### src/hw/phm_consts.svh
// Function
// - The output latch keeps the data for the four general pins in bits 3 to 0, read and write, reset to zero.
// - In the six-pin build latch bits 5 and 4 hold output data too; in the four-pin build they are reserved and ignore writes.
// - Latch bits 7 and 6 are reserved, read as undefined and writes change nothing.
// - The pin-state register is read-only and a write to it changes no port state.
// - Pin-state bit 7 always returns the current level of the input-only pin.
// - Each general pin-state bit returns the latch bit when its direction bit is 1 and the pad level when it is 0.
// - Pin-state bit 6 is reserved and undefined, and so are bits 5 and 4 in the four-pin build.
// - With both tone enables at 0 the input-only pin is a general input that also feeds the timer clock; with either at 1 it carries the tone.
// - In the six-pin build pin 5 is the serial receive input when select and receiver enable are both set, otherwise a general pin.
// - A direction bit of 1 makes its pin an output and 0 an input while the pin is general I/O.
// - The direction register is write-only and reads return no stored direction bits.
`ifndef PHM_CONSTS_SVH
`define PHM_CONSTS_SVH
// ----------------------------------------
// register map
// ----------------------------------------
`define PHM_OFS_DIR      12'h000
`define PHM_OFS_LATCH    12'h004
`define PHM_OFS_STATE    12'h008
`define PHM_OFS_CTRL     12'h00C
// ----------------------------------------
// fields and resets
// ----------------------------------------
`define PHM_CTRL_COL     0
`define PHM_CTRL_ROW     1
`define PHM_CTRL_RXS     2
`define PHM_CTRL_RE      3
`define PHM_RST_BYTE     8'h00
`define PHM_RSVD_READ    8'h00
`define PHM_STATE_IN7    7
`define PHM_RESP_OKAY    2'h0
`define PHM_RESP_SLVERR  2'h2
`endif

### src/hw/phm_pkg.sv
package phm_pkg;
	typedef struct packed {
		logic tone_column_output_enable;
		logic tone_row_output_enable;
		logic serial_receive_pin_select;
		logic serial_receiver_enable;
	} phm_ctrl_t;
	typedef enum logic [1:0] {
		PHM_W_IDLE = 2'b01,
		PHM_W_RESP = 2'b10
	} phm_wst_t;
endpackage

### src/hw/phm_port.sv
`timescale 1ns/1ps
`include "phm_consts.svh"
module phm_port
	import phm_pkg::*;
#(
	parameter int SIX_PIN = 1
) (
	input  wire logic        clk,
	input  wire logic        rst_n,
	input  wire logic        clk_en,
	input  wire logic [11:0] s_axi_awaddr,
	input  wire logic        s_axi_awvalid,
	output logic             s_axi_awready,
	input  wire logic [31:0] s_axi_wdata,
	input  wire logic [3:0]  s_axi_wstrb,
	input  wire logic        s_axi_wvalid,
	output logic             s_axi_wready,
	output logic [1:0]       s_axi_bresp,
	output logic             s_axi_bvalid,
	input  wire logic        s_axi_bready,
	input  wire logic [11:0] s_axi_araddr,
	input  wire logic        s_axi_arvalid,
	output logic             s_axi_arready,
	output logic [31:0]      s_axi_rdata,
	output logic [1:0]       s_axi_rresp,
	output logic             s_axi_rvalid,
	input  wire logic        s_axi_rready,
	input  wire logic [5:0]  pad_in,
	output logic [5:0]       pad_out,
	output logic [5:0]       pad_oe,
	input  wire logic        input_only_pin,
	input  wire logic        tone_analog_output,
	output logic             tone_pin_select,
	output logic             reload_timer_clock_input,
	output logic             serial_receive_input
);
	localparam logic [5:0] PIN_MASK = (SIX_PIN != 0) ? 6'h3F : 6'h0F;

	// ----------------------------------------
	// pad synchronisers
	// ----------------------------------------
	logic [5:0] pad_s1_q, pad_s2_q;
	logic       in7_s1_q, in7_s2_q;
	always_ff @(posedge clk or negedge rst_n) begin
		if (!rst_n) begin
			pad_s1_q <= 6'h00;
			pad_s2_q <= 6'h00;
			in7_s1_q <= 1'b0;
			in7_s2_q <= 1'b0;
		end else if (clk_en) begin
			pad_s1_q <= pad_in;
			pad_s2_q <= pad_s1_q;
			in7_s1_q <= input_only_pin;
			in7_s2_q <= in7_s1_q;
		end
	end

	// ----------------------------------------
	// write channel
	// ----------------------------------------
	phm_wst_t   wst_q, wst_d;
	logic       aw_have_q, aw_have_d, w_have_q, w_have_d;
	logic [11:0] awa_q, awa_d;
	logic [31:0] wd_q, wd_d;
	logic        ws_q, ws_d;
	logic [1:0]  bresp_q, bresp_d;
	logic [5:0]  dir_q, dir_d, latch_q, latch_d;
	phm_ctrl_t   ctrl_q, ctrl_d;
	logic        aw_rdy_q, aw_rdy_d, w_rdy_q, w_rdy_d, bvalid_q, bvalid_d;

	always_comb begin
		wst_d     = wst_q;
		aw_have_d = aw_have_q;
		w_have_d  = w_have_q;
		awa_d     = awa_q;
		wd_d      = wd_q;
		ws_d      = ws_q;
		bresp_d   = bresp_q;
		dir_d     = dir_q;
		latch_d   = latch_q;
		ctrl_d    = ctrl_q;
		bvalid_d  = bvalid_q;
		unique case (wst_q)
			PHM_W_IDLE: begin
				if (s_axi_awvalid && aw_rdy_q) begin
					aw_have_d = 1'b1;
					awa_d     = s_axi_awaddr;
				end
				if (s_axi_wvalid && w_rdy_q) begin
					w_have_d = 1'b1;
					wd_d     = s_axi_wdata;
					ws_d     = s_axi_wstrb[0];
				end
				if (aw_have_q && w_have_q) begin
					bresp_d = `PHM_RESP_OKAY;
					unique case (awa_q)
						`PHM_OFS_DIR: if (ws_q) dir_d = wd_q[5:0] & PIN_MASK;
						`PHM_OFS_LATCH: if (ws_q) latch_d = wd_q[5:0] & PIN_MASK;
						`PHM_OFS_STATE: ;
						// fields placed by bit position; struct order would put column enable at bit 3
						`PHM_OFS_CTRL: if (ws_q) begin
							ctrl_d.tone_column_output_enable = wd_q[`PHM_CTRL_COL];
							ctrl_d.tone_row_output_enable    = wd_q[`PHM_CTRL_ROW];
							ctrl_d.serial_receive_pin_select = wd_q[`PHM_CTRL_RXS];
							ctrl_d.serial_receiver_enable    = wd_q[`PHM_CTRL_RE];
						end
						default: bresp_d = `PHM_RESP_SLVERR;
					endcase
					aw_have_d = 1'b0;
					w_have_d  = 1'b0;
					bvalid_d  = 1'b1;
					wst_d     = PHM_W_RESP;
				end
			end
			PHM_W_RESP: begin
				if (s_axi_bready) begin
					bvalid_d = 1'b0;
					wst_d    = PHM_W_IDLE;
				end
			end
		endcase
		aw_rdy_d = (wst_d == PHM_W_IDLE) && !aw_have_d;
		w_rdy_d  = (wst_d == PHM_W_IDLE) && !w_have_d;
	end

	always_ff @(posedge clk or negedge rst_n) begin
		if (!rst_n) begin
			wst_q     <= PHM_W_IDLE;
			aw_have_q <= 1'b0;
			w_have_q  <= 1'b0;
			awa_q     <= 12'h000;
			wd_q      <= 32'h00000000;
			ws_q      <= 1'b0;
			bresp_q   <= `PHM_RESP_OKAY;
			dir_q     <= 6'h00;
			latch_q   <= 6'h00;
			ctrl_q    <= 4'h0;
			aw_rdy_q  <= 1'b0;
			w_rdy_q   <= 1'b0;
			bvalid_q  <= 1'b0;
		end else if (clk_en) begin
			wst_q     <= wst_d;
			aw_have_q <= aw_have_d;
			w_have_q  <= w_have_d;
			awa_q     <= awa_d;
			wd_q      <= wd_d;
			ws_q      <= ws_d;
			bresp_q   <= bresp_d;
			dir_q     <= dir_d;
			latch_q   <= latch_d;
			ctrl_q    <= ctrl_d;
			aw_rdy_q  <= aw_rdy_d;
			w_rdy_q   <= w_rdy_d;
			bvalid_q  <= bvalid_d;
		end
	end

	// ----------------------------------------
	// pin multiplexing
	// ----------------------------------------
	logic       tone_on, rx_on;
	logic [5:0] owned, state_bits;
	always_comb begin
		tone_on = ctrl_q.tone_column_output_enable | ctrl_q.tone_row_output_enable;
		rx_on   = (SIX_PIN != 0) && ctrl_q.serial_receive_pin_select && ctrl_q.serial_receiver_enable;
		owned   = {rx_on, 5'h00};
		// reserved bits read zero so software never sees stray pad noise
		state_bits = ((dir_q & latch_q) | (~dir_q & pad_s2_q)) & PIN_MASK;
	end

	logic [5:0] pout_q, poe_q;
	logic       tsel_q, tmr_q, rxi_q;
	always_ff @(posedge clk or negedge rst_n) begin
		if (!rst_n) begin
			pout_q <= 6'h00;
			poe_q  <= 6'h00;
			tsel_q <= 1'b0;
			tmr_q  <= 1'b0;
			rxi_q  <= 1'b1;
		end else if (clk_en) begin
			pout_q <= latch_q;
			poe_q  <= dir_q & ~owned & PIN_MASK;
			tsel_q <= tone_on;
			tmr_q  <= tone_on ? 1'b0 : in7_s2_q;
			rxi_q  <= rx_on ? pad_s2_q[5] : 1'b1;
		end
	end

	// ----------------------------------------
	// read channel
	// ----------------------------------------
	logic        ar_rdy_q, ar_rdy_d, rvalid_q, rvalid_d;
	logic [31:0] rdata_q, rdata_d;
	logic [1:0]  rresp_q, rresp_d;
	always_comb begin
		ar_rdy_d = ar_rdy_q;
		rvalid_d = rvalid_q;
		rdata_d  = rdata_q;
		rresp_d  = rresp_q;
		if (rvalid_q) begin
			if (s_axi_rready) begin
				rvalid_d = 1'b0;
				ar_rdy_d = 1'b1;
			end
		end else if (s_axi_arvalid && ar_rdy_q) begin
			ar_rdy_d = 1'b0;
			rvalid_d = 1'b1;
			rresp_d  = `PHM_RESP_OKAY;
			rdata_d  = 32'h00000000;
			unique case (s_axi_araddr)
				`PHM_OFS_DIR: rdata_d[7:0] = `PHM_RSVD_READ;
				`PHM_OFS_LATCH: rdata_d[5:0] = latch_q;
				`PHM_OFS_STATE: rdata_d[7:0] = {in7_s2_q, 1'b0, state_bits};
				`PHM_OFS_CTRL: begin
					rdata_d[`PHM_CTRL_COL] = ctrl_q.tone_column_output_enable;
					rdata_d[`PHM_CTRL_ROW] = ctrl_q.tone_row_output_enable;
					rdata_d[`PHM_CTRL_RXS] = ctrl_q.serial_receive_pin_select;
					rdata_d[`PHM_CTRL_RE]  = ctrl_q.serial_receiver_enable;
				end
				default: rresp_d = `PHM_RESP_SLVERR;
			endcase
		end else begin
			ar_rdy_d = 1'b1;
		end
	end
	always_ff @(posedge clk or negedge rst_n) begin
		if (!rst_n) begin
			ar_rdy_q <= 1'b0;
			rvalid_q <= 1'b0;
			rdata_q  <= 32'h00000000;
			rresp_q  <= `PHM_RESP_OKAY;
		end else if (clk_en) begin
			ar_rdy_q <= ar_rdy_d;
			rvalid_q <= rvalid_d;
			rdata_q  <= rdata_d;
			rresp_q  <= rresp_d;
		end
	end

	assign s_axi_awready = aw_rdy_q;
	assign s_axi_wready  = w_rdy_q;
	assign s_axi_bvalid  = bvalid_q;
	assign s_axi_bresp   = bresp_q;
	assign s_axi_arready = ar_rdy_q;
	assign s_axi_rvalid  = rvalid_q;
	assign s_axi_rdata   = rdata_q;
	assign s_axi_rresp   = rresp_q;
	assign pad_out       = pout_q;
	assign pad_oe        = poe_q;
	assign tone_pin_select          = tsel_q;
	assign reload_timer_clock_input = tmr_q;
	assign serial_receive_input     = rxi_q;
endmodule

### config.mk
export PLATFORM = sky130hd
export DESIGN_NAME = phm_port
export DESIGN_NICKNAME = d
export VERILOG_FILES = /design/src/hw/phm_pkg.sv /design/src/hw/phm_port.sv
export VERILOG_INCLUDE_DIRS = /design/src /design/src/hw
export SDC_FILE = /design/constraint.sdc
export NUM_CORES = 1
export LEC_CHECK = 0
export BUFFER_PORTS_ARGS = -buffer_cell sky130_fd_sc_hd__buf_2
export CORE_UTILIZATION = 40
export DETAILED_ROUTE_END_ITERATION = 10
export PLACE_DENSITY = 0.69
export SLEW_MARGIN = 20
export SYNTH_ARGS = -nofsm -noshare
export SYNTH_HDL_FRONTEND = slang
export SYNTH_SLANG_ARGS = --single-unit
### constraint.sdc
create_clock -name clk -period 1.6 [get_ports clk]
set_clock_uncertainty 0.05 [all_clocks]
set_input_delay 0.08 -clock clk [delete_from_list [all_inputs] [get_ports clk]]
set_output_delay 0.08 -clock clk [all_outputs]
set_load 0.01 [all_outputs]
# Yosys cells after proc, flatten, opt, wreduce, memory -nomap -nowiden

Index checks and enable logic that the tools add are counted.

Flip-flop bits (word level): 85
Output and inout bits: 56
Memory bits (read-only): 0
Word-level logic and storage cells: 96
Input bits: 76
Bits in latches: 0
Memories: 0
Bits in writable memories: 0

Bitwise gates (word level): 8
$add $sub $neg: 0
Div/mod/pow operators: 0
Equality and inequality tests: 12
Multiplexer cells: 25
Magnitude comparators: 0
$mul: 0
Shifts and indexed selects: 0
Reduce and logical (&&, ||, !) cells: 22

Operators with widths:

| kind                                                                   | number |
|---|---|
| 12-bit by 4-bit equality test with 1-bit output, second input constant | 4 |
| 12-bit by 3-bit equality test with 1-bit output, second input constant | 2 |
| 12-bit logical NOT                                                     | 2 |
| 6-bit AND                                                              | 3 |
| 1-bit 2-to-1 mux                                                       | 16 |
| 3-bit AND reduction                                                    | 5 |
| 5-bit AND reduction                                                    | 3 |
| 6-bit inverter                                                         | 2 |
| 4-bit case mux with 3 select lines                                     | 1 |
| 2-bit 2-to-1 mux                                                       | 5 |
| 2-bit case mux with 2 select lines                                     | 2 |
| 4-bit OR reduction                                                     | 2 |
| 1-bit logical AND                                                      | 7 |
| 2-bit inequality test, second input constant                           | 3 |
| 6-bit bitwise OR                                                       | 1 |
| 2-bit by 1-bit equality test with 1-bit output, second input constant  | 2 |
| 2-bit equality test, second input constant                             | 1 |
| 1-bit logical NOT                                                      | 2 |
| 1-bit case mux with 2 select lines                                     | 1 |
| 2-bit AND reduction                                                    | 1 |
| 1-bit inverter                                                         | 1 |
| 1-bit bitwise OR                                                       | 1 |

# Longest topological paths before layout

Word-level depth: 6
Mapped depth: 6
Mapped depth without buffers: 4

# Least setup slack after synthesis

No wires, ideal clock.

Path kind: register -> register
Start point: register awa_q[7]
End point: register latch_q[0]
Period minus slack after synthesis: 1.795 ns
Data required time: 1.425 ns
Path slack: -0.195 ns
Setup time: 0.125 ns
Arrival: 1.620 ns
Path buffers: 0
Cell stages (with the launch flop): 5
Cells stage by stage: dfrtp_1 > nor4_2 > nand3_2 > nor4b_4 > mux2_2

Word-level cells in the longest chain between the ends: 2

RTL lines:

| element                                         | line            | text |
|---|---|---|
| start: declaration                              | phm_port.sv:63  | `logic [11:0] awa_q, awa_d;` |
| start signal: assignment                        | phm_port.sv:145 | `awa_q <= awa_d;` |
| 12-bit by 3-bit equality test with 1-bit output | phm_port.sv:96  | `unique case (awa_q)` |
| 5-bit AND reduction (no line)                   | n/a             |  |
| end signal: assignment                          | phm_port.sv:150 | `latch_q <= latch_d;` |
| end: declaration                                | phm_port.sv:67  | `logic [5:0] dir_q, dir_d, latch_q, latch_d;` |

Every way passes these cells.
A chain may end at the register's enable or synchronous reset.

# Worst setup path in the final report

Start point: register awa_q[1]
End point: register latch_q[3]

The elaborated chain is that of the path after synthesis.

==> flow_metrics.env <==
export IMPL_status="finished with violations"
export IMPL_violations="negative setup slack"
export IMPL_min_delay_start="s_axi_wvalid"
export IMPL_nets=481
export IMPL_maxCapViolations=0
export IMPL_synth_most_common_cell="dfrtp_1"
export IMPL_antenna_found_initial=0
export IMPL_io_buffers=74
export IMPL_post_dp_hpwl_um=5246
export IMPL_p_per_area_nw_per_um2=864.6
export IMPL_critical_path_class="flop to flop"
export IMPL_cts_sinks=82
export IMPL_vias=2568
export IMPL_reg2reg_to="latch_q[3]"
export IMPL_drive_above_1_share=0.4670
export IMPL_synthTopCellsByCount="dfrtp_1 (80), mux2_2 (71), buf_4 (27)"
export IMPL_holdPathStages=4
export IMPL_avgSynthCellArea_um2=12.93
export IMPL_hold_viol=0
export IMPL_fin_tns_setup_ps=-3520
export IMPL_rows=34
export IMPL_cp_end_kind="flop"
export IMPL_dieArea_um2=9504
export IMPL_hp_class="primary input to flop"
export IMPL_synth_edff_count=0
export IMPL_peakVddDrop_mv=0.5170
export IMPL_min_period_over_period=1.168
export IMPL_drtAntennaViolNets=0
export IMPL_hold_slack_ps=70.01
export IMPL_drt_total_wl_um=8045
export IMPL_yosysTopAreaCell="dfrtp_1"
export IMPL_cp_arrival_ps=2050
export IMPL_synth_cell_types=34
export IMPL_grt_max_degree=65
export IMPL_worstRegToRegCells=5
export IMPL_cts_made_buffers=9
export IMPL_rr_startpoint="awa_q[1]"
export IMPL_pre_cts_ws_ps=-284.0
export IMPL_ys_top_cells_by_area="dfrtp_1 (55%), mux2_2 (22%), buf_4 (5.6%), nand2_1 (1.7%), dfstp_2 (1.4%)"
export IMPL_area_growth_pct=33.34
export IMPL_cts_tree="yes"
export IMPL_start_util=0.4162
export IMPL_ys_warn_count=0
export IMPL_grt_first_pass_wirelength_um=13480
export IMPL_clk_pin_slew_ps=90
export IMPL_viasPerCell=4.967
export IMPL_crit_fanout=6
export IMPL_synth_top_area_frac=0.5489
export IMPL_netlist_instances=282
export IMPL_grt_pass1_vias=2621
export IMPL_reg2reg_slack_ps=-270
export IMPL_dp_cells=471
export IMPL_final_cells=517
export IMPL_die_w_um=97.49
export IMPL_maxSlewViolCount=0
export IMPL_netlist_area_um2=3647
export IMPL_grtUsageTotal=0.1815
export IMPL_ys_flop_type="dfrtp_1"
export IMPL_pin_count=132
export IMPL_drt_wirelength_per_cell_um=15.56
export IMPL_clk_latency_ps=350
export IMPL_gp_congestion=0.7068
export IMPL_period_minus_slack_ps=1869
export IMPL_max_freq_ghz=0.5351
export IMPL_setup_viol=30
export IMPL_final_util=0.5550
export IMPL_ys_seq_area_frac=0.5633
export IMPL_p_leak_nw=2.399
export IMPL_overflow=0
export IMPL_clockBufferDepth=2
export IMPL_crit_path_start_kind="flop"
export IMPL_n_antenna_cell=0
export IMPL_rsz0062_at_grt="true"
export IMPL_hold_path_endpoint="s_axi_wready"
export IMPL_drc_errors=0
export IMPL_drtPass1Iterations=5
export IMPL_cts_htree_levels=3
export IMPL_cts_root_buf="clkbuf_8"
export IMPL_ys_ff_latch=82
export IMPL_async_flop_share=1.000
export IMPL_fp_dieH_um=97.49
export IMPL_setup_slack_ps=-268.8
export IMPL_critPathRequiredTime_ps=1790
export IMPL_initialDrtViolationCount=107
export IMPL_core_area_um2=8763
-- metrics by stage --
step	instance area (um^2)	power (mW)
2_1_floorplan	3755	2.430
3_5_place_dp	4185	2.552
4_1_cts	4868	4.242
5_1_grt	4863	4.400
6_report	4863	4.205
3_3_place_gp	4185	2.538
-- power by group --
part | internal [mW] | switching [mW]
Sequential | 2.14 | 0.0417
Clock | 0.876 | 0.763
Combinational | 0.194 | 0.194
-- per-layer routing --
metal  up-vias  part of all wire  GRT usage
li1       1185                 -          -
met1      1288              0.46     0.2415
met2        80              0.49     0.2969
met3        15             0.029    0.02446
met4         0             0.020    0.07919
met5         -                 0          0
-- critical path: stages (launching register included) --
cell and delay (ps):
dfrtp_1 410, nor4_2 300, nand3_2 220, nor4b_4 280
buf_6 180, mux2_4 310
-- cell usage in the layout (no fill, tap or decap), drive strengths merged --
cell type	n
a21o	1
a21oi	5
a22oi	6
a31oi	1
a32o	1
a32oi	1
and2	4
and3	1
and3b	1
buf	93
bufinv	2
clkbuf	9
clkinv	2
clkinvlp	1
conb	27
dfrtp	80
dfstp	2
dlygate4sd3	29
inv	8
mux2	71
nand2	17
nand2b	2
nand3	7
nand4b	1
nor2	12
nor2b	4
nor3	1
nor4	5
nor4b	1
o21ai	6
o22ai	2
o31ai	6
-- registers in the layout (all words and copies together), names as in the netlist, 2 cells and up --
name,count
dir_q,6
pad_oe,6
awa_q,12
pad_s1_q,6
s_axi_rdata,7
wst_q,2
latch_q,6
pad_s2_q,6
wd_q,6
ctrl_q,4
pad_out,6
-- kinds of logic after synthesis --
| kind of cell | Yosys count | synth area share |
|---|---|---|
| AO/OA/AOI/OAI | 29 | 0.05214 |
| buffers and inverters | 43 | 0.07307 |
| flip-flops | 82 | 0.5633 |
| multiplexers | 71 | 0.2192 |
| other | 1 | 0.001028 |
| AND/OR/NAND/NOR | 56 | 0.09125 |
-- repair_timing --
action | 4_1_cts | 5_1_grt
buffers inserted | 2 | 2
endpoints found under the hold margin | 109 | 0
endpoints found under the setup margin | 35 | 36
pin swaps | 4 | 4
resized for setup | 38 | 6
cloned | 1 | 0
hold buffers | 29 | 0
-- layout make-up --
type / count / area [um^2]
Clock buffer: 9 / 123.9
Clock inverter: 6 / 90.09
Fill cell: 707 / 3900
Inverter: 7 / 26.28
Multi-Input combinational cell: 183 / 1564
Sequential cell: 82 / 2054
Tap cell: 108 / 135.1
Timing Repair Buffer: 122 / 869.6
-- how the worst max path moves through the flow --
stage	cells past startpoint	from	endpoint	slack, ps
2_1_floorplan	4	awa_q[1]	latch_q[0]	-190
3_3_place_gp	5	awa_q[1]	latch_q[1]	-240
3_5_place_dp	5	awa_q[1]	latch_q[3]	-280
5_1_grt	5	awa_q[1]	latch_q[0]	-320
6_report	5	awa_q[1]	latch_q[3]	-270
4_1_cts	5	awa_q[4]	latch_q[3]	-260
Power figures use the tool's default switching activity.
